--- config.mk ---
export PLATFORM = sky130hd
export DESIGN_NAME = hbus_data_phase
export DESIGN_NICKNAME = d
export VERILOG_FILES = /design/src/common/hbus_pkg.sv /design/src/core/group_capture.sv /design/src/core/hbus_data_phase.sv
export SDC_FILE = /design/constraint.sdc
export NUM_CORES = 1
export LEC_CHECK = 0
export BUFFER_PORTS_ARGS = -buffer_cell sky130_fd_sc_hd__buf_2
export CORE_ASPECT_RATIO = 0.75
export CORE_MARGIN = 2
export CORE_UTILIZATION = 55
export DETAILED_ROUTE_END_ITERATION = 8
export PLACE_DENSITY = 0.79
export SLEW_MARGIN = 20
export SYNTH_ARGS = -nofsm -noshare
export SYNTH_HDL_FRONTEND = slang
export SYNTH_SLANG_ARGS = --single-unit
--- constraint.sdc ---
create_clock -name i_sys_clk -period 9.7 [get_ports i_sys_clk]
set_input_delay 1.94 -clock i_sys_clk [delete_from_list [all_inputs] [get_ports i_sys_clk]]
set_output_delay 1.94 -clock i_sys_clk [all_outputs]
set_load 0.02 [all_outputs]
--- src/common/hbus_pkg.sv ---
package hbus_pkg;

   // =====================================================
   // bus geometry
   localparam int GROUPS  = 4;
   localparam int GROUP_W = 16;
   localparam int DATA_W  = GROUPS * GROUP_W;

   // =====================================================
   // inversion threshold: invert when transitions exceed half a group
   localparam logic [4:0] INV_LIMIT = 5'h08;

   // =====================================================
   // reset values
   localparam logic [DATA_W-1:0] DATA_RST   = 64'h0000000000000000;
   localparam logic [GROUP_W-1:0] GROUP_RST = 16'h0000;
   localparam logic [GROUPS-1:0] FLAGS_RST  = 4'h0;

endpackage : hbus_pkg

--- src/core/group_capture.sv ---
`timescale 1ns/1ns
`default_nettype none

module group_capture (
   // clock and reset
   input  wire logic                        i_sys_clk,
   input  wire logic                        i_rst_n,
   // bus side of one group
   input  wire logic [hbus_pkg::GROUP_W-1:0] i_data,
   input  wire logic                        i_inv,
   input  wire logic                        i_strobe_pos,
   input  wire logic                        i_strobe_neg,
   // recovered group
   output logic      [hbus_pkg::GROUP_W-1:0] o_data,
   output logic                             o_strobe
);

   // =====================================================
   // state
   typedef struct packed {
      logic [hbus_pkg::GROUP_W-1:0] data_s1;
      logic [hbus_pkg::GROUP_W-1:0] data_s2;
      logic                         inv_s1;
      logic                         inv_s2;
      logic [2:0]                   pos_s;
      logic [2:0]                   neg_s;
      logic [hbus_pkg::GROUP_W-1:0] data;
      logic                         strobe;
   } cap_state_t;

   cap_state_t state_reg;
   cap_state_t state_next;

   // =====================================================
   // capture
   always_comb begin
      state_next         = state_reg;
      state_next.data_s1 = i_data;
      state_next.data_s2 = state_reg.data_s1;
      state_next.inv_s1  = i_inv;
      state_next.inv_s2  = state_reg.inv_s1;
      state_next.pos_s   = {state_reg.pos_s[1:0], i_strobe_pos};
      state_next.neg_s   = {state_reg.neg_s[1:0], i_strobe_neg};
      state_next.strobe  = 1'b0;
      // either strobe of the pair latches data and flag together
      if ((state_reg.pos_s[1] && !state_reg.pos_s[2]) ||
          (state_reg.neg_s[1] && !state_reg.neg_s[2])) begin
         state_next.data   = state_reg.inv_s2 ? ~state_reg.data_s2 : state_reg.data_s2;
         state_next.strobe = 1'b1;
      end
   end

   always_ff @(posedge i_sys_clk) begin
      if (!i_rst_n) begin
         state_reg         <= '0;
         state_reg.data    <= hbus_pkg::GROUP_RST;
      end else begin
         state_reg <= state_next;
      end
   end

   assign o_data   = state_reg.data;
   assign o_strobe = state_reg.strobe;

endmodule : group_capture

`default_nettype wire

--- src/core/hbus_data_phase.sv ---
`timescale 1ns/1ns
`default_nettype none

// Summary of operation
// - four group_inversion_flag lines travel with data, marking inverted polarity per group
// - flag asserted exactly when its group is driven inverted, deasserted when true
// - invert a group when true value would toggle more than half its lines
// - flag 3..0 cover data 63:48, 47:32, 31:16, 15:0 respectively
// - driver asserts transfer_valid on every data transfer
// - idle clocks drop transfer_valid; receiver accepts only while it is asserted
// - group_strobe_neg n captures data group n and flag n
// - group_strobe_pos n captures data group n and flag n
// - receiver re-inverts every group whose flag is active
module hbus_data_phase (
   // clock and reset
   input  wire logic                       i_sys_clk,
   input  wire logic                       i_rst_n,
   // host_processor_bus clock, sampled
   input  wire logic                       i_bus_clk,
   // this end owns the data bus
   input  wire logic                       i_drive_en,
   // data lines
   input  wire logic [hbus_pkg::DATA_W-1:0] i_data_in,
   output logic      [hbus_pkg::DATA_W-1:0] o_data_out,
   output logic                            o_data_oe,
   // group_inversion_flag lines
   input  wire logic [hbus_pkg::GROUPS-1:0] i_inv_in,
   output logic      [hbus_pkg::GROUPS-1:0] o_inv_out,
   output logic                            o_inv_oe,
   // transfer_valid line
   input  wire logic                       i_valid_in,
   output logic                            o_valid_out,
   output logic                            o_valid_oe,
   // group_strobe_pos lines
   input  wire logic [hbus_pkg::GROUPS-1:0] i_strobe_pos_in,
   output logic      [hbus_pkg::GROUPS-1:0] o_strobe_pos_out,
   output logic                            o_strobe_pos_oe,
   // group_strobe_neg lines
   input  wire logic [hbus_pkg::GROUPS-1:0] i_strobe_neg_in,
   output logic      [hbus_pkg::GROUPS-1:0] o_strobe_neg_out,
   output logic                            o_strobe_neg_oe,
   // user transmit side
   input  wire logic                       i_tx_valid,
   input  wire logic [hbus_pkg::DATA_W-1:0] i_tx_data,
   output logic                            o_tx_ready,
   // user receive side
   output logic                            o_rx_valid,
   output logic      [hbus_pkg::DATA_W-1:0] o_rx_data
);

   localparam int GW = hbus_pkg::GROUP_W;
   localparam int NG = hbus_pkg::GROUPS;

   // =====================================================
   // state
   typedef struct packed {
      logic [2:0]                  bclk_s;
      logic [1:0]                  vld_s;
      logic [hbus_pkg::DATA_W-1:0] tx_lines;
      logic [NG-1:0]               tx_inv;
      logic                        tx_valid;
      logic                        pos;
      logic                        neg;
      logic [NG-1:0]               pending;
      logic [hbus_pkg::DATA_W-1:0] rx_word;
      logic                        rx_valid;
   } bus_state_t;

   bus_state_t state_reg;
   bus_state_t state_next;

   // =====================================================
   // transition count between two levels of one group
   function automatic logic [4:0] flips(input logic [GW-1:0] a, input logic [GW-1:0] b);
      logic [4:0]    cnt;
      logic [GW-1:0] d;
      cnt = 5'h00;
      d   = a ^ b;
      for (int k = 0; k < GW; k++) begin
         cnt = cnt + {4'h0, d[k]};
      end
      return cnt;
   endfunction : flips

   // =====================================================
   // per-group receive path
   logic [hbus_pkg::DATA_W-1:0] grp_data;
   logic [NG-1:0]               grp_strobe;

   generate
      for (genvar g = 0; g < NG; g++) begin : g_grp
         group_capture u_cap (
            .i_sys_clk    (i_sys_clk),
            .i_rst_n      (i_rst_n),
            .i_data       (i_data_in[g*GW +: GW]),
            .i_inv        (i_inv_in[g]),
            .i_strobe_pos (i_strobe_pos_in[g]),
            .i_strobe_neg (i_strobe_neg_in[g]),
            .o_data       (grp_data[g*GW +: GW]),
            .o_strobe     (grp_strobe[g])
         );
      end
   endgenerate

   // =====================================================
   // next state
   logic bclk_rise;
   logic bclk_fall;
   logic slot;
   logic take;

   assign bclk_rise = state_reg.bclk_s[1] && !state_reg.bclk_s[2];
   assign bclk_fall = !state_reg.bclk_s[1] && state_reg.bclk_s[2];
   // each half of a bus clock is one transfer slot
   assign slot      = bclk_rise || bclk_fall;
   assign take      = slot && i_drive_en && i_tx_valid;

   always_comb begin
      logic [GW-1:0] grp_new;
      logic [GW-1:0] grp_old;
      logic          inv;
      grp_new  = '0;
      grp_old  = '0;
      inv      = 1'b0;
      state_next          = state_reg;
      state_next.bclk_s   = {state_reg.bclk_s[1:0], i_bus_clk};
      state_next.vld_s    = {state_reg.vld_s[0], i_valid_in};
      state_next.rx_valid = 1'b0;

      // ===== transmit
      if (slot) begin
         if (take) begin
            for (int g = 0; g < NG; g++) begin
               grp_new = i_tx_data[g*GW +: GW];
               grp_old = state_reg.tx_lines[g*GW +: GW];
               inv     = flips(grp_new, grp_old) > hbus_pkg::INV_LIMIT;
               state_next.tx_lines[g*GW +: GW] = inv ? ~grp_new : grp_new;
               state_next.tx_inv[g] = inv;
            end
         end
         // idle slot: lines hold their levels, so the reference is kept
         state_next.tx_valid = take;
         state_next.pos      = take && bclk_rise;
         state_next.neg      = take && bclk_fall;
      end
      if (!i_drive_en) begin
         state_next.tx_valid = 1'b0;
         state_next.pos      = 1'b0;
         state_next.neg      = 1'b0;
      end

      // ===== receive, only while the far end drives
      if (!i_drive_en) begin
         if (&state_reg.pending) begin
            state_next.rx_valid = 1'b1;
            state_next.pending  = hbus_pkg::FLAGS_RST;
         end else if (state_reg.vld_s[1]) begin
            for (int g = 0; g < NG; g++) begin
               if (grp_strobe[g]) begin
                  state_next.rx_word[g*GW +: GW] = grp_data[g*GW +: GW];
                  state_next.pending[g]          = 1'b1;
               end
            end
         end
      end else begin
         state_next.pending = hbus_pkg::FLAGS_RST;
      end
   end

   always_ff @(posedge i_sys_clk) begin
      if (!i_rst_n) begin
         state_reg          <= '0;
         state_reg.tx_lines <= hbus_pkg::DATA_RST;
         state_reg.tx_inv   <= hbus_pkg::FLAGS_RST;
         state_reg.pending  <= hbus_pkg::FLAGS_RST;
         state_reg.rx_word  <= hbus_pkg::DATA_RST;
      end else begin
         state_reg <= state_next;
      end
   end

   // =====================================================
   // outputs
   assign o_data_out       = state_reg.tx_lines;
   assign o_inv_out        = state_reg.tx_inv;
   assign o_valid_out      = state_reg.tx_valid;
   assign o_strobe_pos_out = {NG{state_reg.pos}};
   assign o_strobe_neg_out = {NG{state_reg.neg}};
   assign o_data_oe        = i_drive_en;
   assign o_inv_oe         = i_drive_en;
   assign o_valid_oe       = i_drive_en;
   assign o_strobe_pos_oe  = i_drive_en;
   assign o_strobe_neg_oe  = i_drive_en;
   assign o_tx_ready       = slot && i_drive_en;
   assign o_rx_valid       = state_reg.rx_valid;
   assign o_rx_data        = state_reg.rx_word;

endmodule : hbus_data_phase

`default_nettype wire

==> run summary <==
The run finished with clean final reports. Among all stages on the critical path, the largest delay is contributed by a221oi_4. The slew at the pin closest to its max-slew limit is 1.10 ns. The count of nets after finishing came out at 1971.

In this run the most used layer during global routing was met2. The post-CTS setup repair buffer count is 0. For this run, global-route usage on met1 was measured as 0.281. The number of hold buffers added after CTS was 0.

The first global-routing pass estimated 52600 µm of wire. The synthesis-to-layout area growth is 11.5%. After clock tree synthesis, the repair step resized 0 gates. The number of placement rows is 54.

The net count after synthesis came out at 1871. After layout, the worst setup slack is 3.19 ns. The TritonCTS buffer count is 37. The critical path buffer and inverter count came out at 5.

For this run, the detailed router's first-pass iteration total came to 5. Once placement completed, the tool counted placed cells totaling 2116. Based on the critical path, the design can be clocked at up to 0.154 GHz. Of all flip-flops after synthesis, the portion carrying an async set or reset was 0. The required time reported for the critical path endpoint is 10.13 ns. In this run the clock root is driven by a clkbuf_16.

In the final routed layout, each cell accounts on average for 14.7 µm. The number of flip-flops under the largest register name came out at 84. The routed via count is 10810.

The met2 track demand over resource in global routing came out at 0.332. The die area came out at 0.0305 mm². The setup slack after placement came out at 2.74 ns. Setup repair after global routing left no endpoint under its margin. The leading cell type in the layout, fill and taps excluded is dfxtp_1.

Clock tree synthesis found a total of 373 sinks. The maximum number of pins on one net before global-route repair came out at 110. TritonCTS built the clock tree. The worst slew margin relative to its limit is 0.264. The delay contributed by the slowest stage of the critical path came out at 0.72 ns. STA classifies the critical path startpoint as a primary input.

For this design the ratio of total power to cell area is 337 mW/mm². The static leakage power came out at 7.49 nW. The max-slew violation total from the final report was 0. The detailed router finished its first iteration with 596 violations. The total global routing track utilization is 0.208. In this design, the critical path's most frequently occurring cell is fa_1. The final clock skew came out at 0.00921 ns.

The initial core utilization came out at 0.555. The critical path data arrival time is 6.94 ns. Synthesis produced a netlist whose cell count is 1663. The number of enable flip-flop cells after synthesis came out at 0. In the layout the commonest cells are 373 x dfxtp_1, 292 x buf_2, 168 x nand2_1.

For this run, global-route usage on met3 was measured as 0.0386. The clock passes through at most 3 buffers. Pin placement for this block handled 294 I/O pins. Walking the worst path, the cells encountered are buf_2 -> xnor2_1 -> fa_1 -> inv_1 -> fa_1 -> fa_1 -> inv_1 -> fa_1 -> inv_1 -> ha_1 -> inv_1 -> fa_1 -> xnor2_1 -> nor3b_4 -> o21ba_4 -> a221oi_4 -> a21oi_1 -> o221ai_2.

The area of the mapped netlist came out at 0.0160 mm². The number of violations of the max-capacitance limit is 0. After clock tree synthesis, the clock-pin slew on the worst setup and hold paths is 0.06 ns.

The biggest fanout along the worst timing path came out at 16. The detailed-route DRC error count is 0. The number of hold-slack violations in the final timing report came out at 0.

In this run the worst hold path is classified as reg2reg. The clock latency on the worst-skew pair is 0.52 ns. The number of global-route vias before repair came out at 10400.

Global routing finished with a remaining overflow of 0. The count of endpoints failing setup in the final report is 0. Summed over all nets, the half-perimeter wirelength after detailed placement is 22200 µm. Grouping stages by cell kind, the critical path spends the most delay in adder cells. The worst vdd rail ir drop came out at 321 µV.

The die width is 201 µm. The number of distinct library cells after synthesis came out at 37. The final wirelength is 32100 µm. The count of input and output buffers came out at 293.

After synthesis, the mean cell area works out to 9.63 µm². The start-to-end type of the worst setup path is in2reg. The total number of H-tree levels is 2. The worst setup path is captured at a flop. The area of the core came out at 0.0289 mm². The register bit count reported by yosys came out at 373. The via density per instance came out at 4.95. The number of antenna violations at the first check in global routing came out at 3. For this run, the number of Yosys warnings is 0. The time the worst path needs with I/O delays and setup came out at 6.51 ns. The count of nets left with antenna violations once routing finished came out at 0. The flip-flop cell with the highest count after synthesis is dfxtp_1. Of the cells placed in the final design, the portion with a size suffix greater than 1 is 0.222. From bottom edge to top edge, the die measures 152 µm.

The final cell count without fillers is 2184. The setup TNS after final layout is 0 ns. In the finished design, the share of the clock period the worst path needs comes to 0.672. Routability-driven placement finished with a final weighted congestion of 0.839. The portion of the post-synthesis area used by sequential elements came out at 0.466.
==> layer usage <==
| layer | vias to the layer above | wire length (µm) |
|---|---|---|
| li1 | 5449 | - |
| met1 | 5034 | 14600 |
| met2 | 251 | 14900 |
| met3 | 76 | 1400 |
| met4 | 0 | 1110 |
| met5 | - | 0 |
==> through the flow <==
step,cell area [µm²],total power (W),hold slack [ns],utilization
after detailed placement,16600,0.00454,0.418,0.575
after global routing,17900,0.00647,0.440,0.619
after floorplan,16000,0.00413,0.410,-
final,17900,0.00603,0.426,0.619
after CTS,17800,0.00605,0.431,0.618
after global placement,16600,0.00440,0.416,0.574
==> cell usage after synthesis (2+ instances only) <==
library cell,instances,area [µm²]
a221oi_4,4,105
a211oi_1,64,480
nand2_1,168,631
xor2_1,76,666
buf_4,145,1090
nor3b_1,2,15.0
and2_1,161,1010
nand3_1,4,20.0
and3_1,4,25.0
o2bb2ai_1,2,17.5
nor2_1,85,319
nor2b_1,5,31.3
buf_2,18,90.1
a21oi_1,145,726
inv_1,90,338
o21ai_0,34,170
ha_1,22,275
o21a_1,2,15.0
clkbuf_1,70,263
o221ai_1,12,105
nand3b_1,4,30.0
o22ai_1,4,25.0
fa_1,40,801
nor3b_4,2,37.5
buf_6,4,45.0
a22oi_1,4,30.0
or2_1,2,12.5
o21ba_4,2,32.5
o311ai_4,2,52.6
o221ai_2,20,300
o21ai_2,3,26.3
dfxtp_1,373,7470
xnor2_1,86,753
==> final timing paths <==
kind / from / to / slack, ns / depth (start not counted)
hold / removal: g_grp[2].u_cap.state_next[39]$_SDFF_PN0_ / g_grp[2].u_cap.state_reg[39]$_SDFF_PN0_ / 0.43 / 1
setup / recovery: i_tx_data[32] / o_data_out[46]$_SDFFE_PN0P_ / 3.19 / 18
hold reg to reg: g_grp[2].u_cap.state_next[39]$_SDFF_PN0_ / g_grp[2].u_cap.state_reg[39]$_SDFF_PN0_ / 0.43 / 1
setup reg to reg: o_data_out[32]$_SDFFE_PN0P_ / o_data_out[46]$_SDFFE_PN0P_ / 4.40 / 17
==> worst reg2reg max path: stages (launching register included) <==
cell and delay [ns]:
dfxtp_1 0.33, xnor2_1 0.16, fa_1 0.55, inv_1 0.08
fa_1 0.53, fa_1 0.56, inv_1 0.06, fa_1 0.47
inv_1 0.07, ha_1 0.17, inv_1 0.06, fa_1 0.41
xnor2_1 0.20, nor3b_4 0.26, o21ba_4 0.22, a221oi_4 0.72
a21oi_1 0.19, o221ai_2 0.21
==> cell families after synthesis <==
kind of cell / share of synthesized area
DFF: 0.466
adders and majority gates: 0.0672
AOI/OAI and AO/OA: 0.131
and+or+nand+nor: 0.134
buffers and inverters: 0.114
xor gates and xnor gates: 0.0886
==> final cells by class <==
type                    instances  area [µm²]
clock inverters                14         184
flip-flops and latches        373        7470
multi-input cells             962        6780
well taps                     392         490
diodes                          4        10.0
repair buffers                298        1510
inverters                      91         344
clock buffers                  50        1080
fillers                      2442       11000
==> power breakdown <==
group | internal, W | leakage, nW | total (W) | switching, W
logic | 0.00121 | 3.83 | 0.00286 | 0.00166
clock network | 0.000886 | 0.611 | 0.00147 | 0.000584
registers | 0.00163 | 3.05 | 0.00169 | 0.0000649
Note: power is estimated with default switching activity, not from simulation.
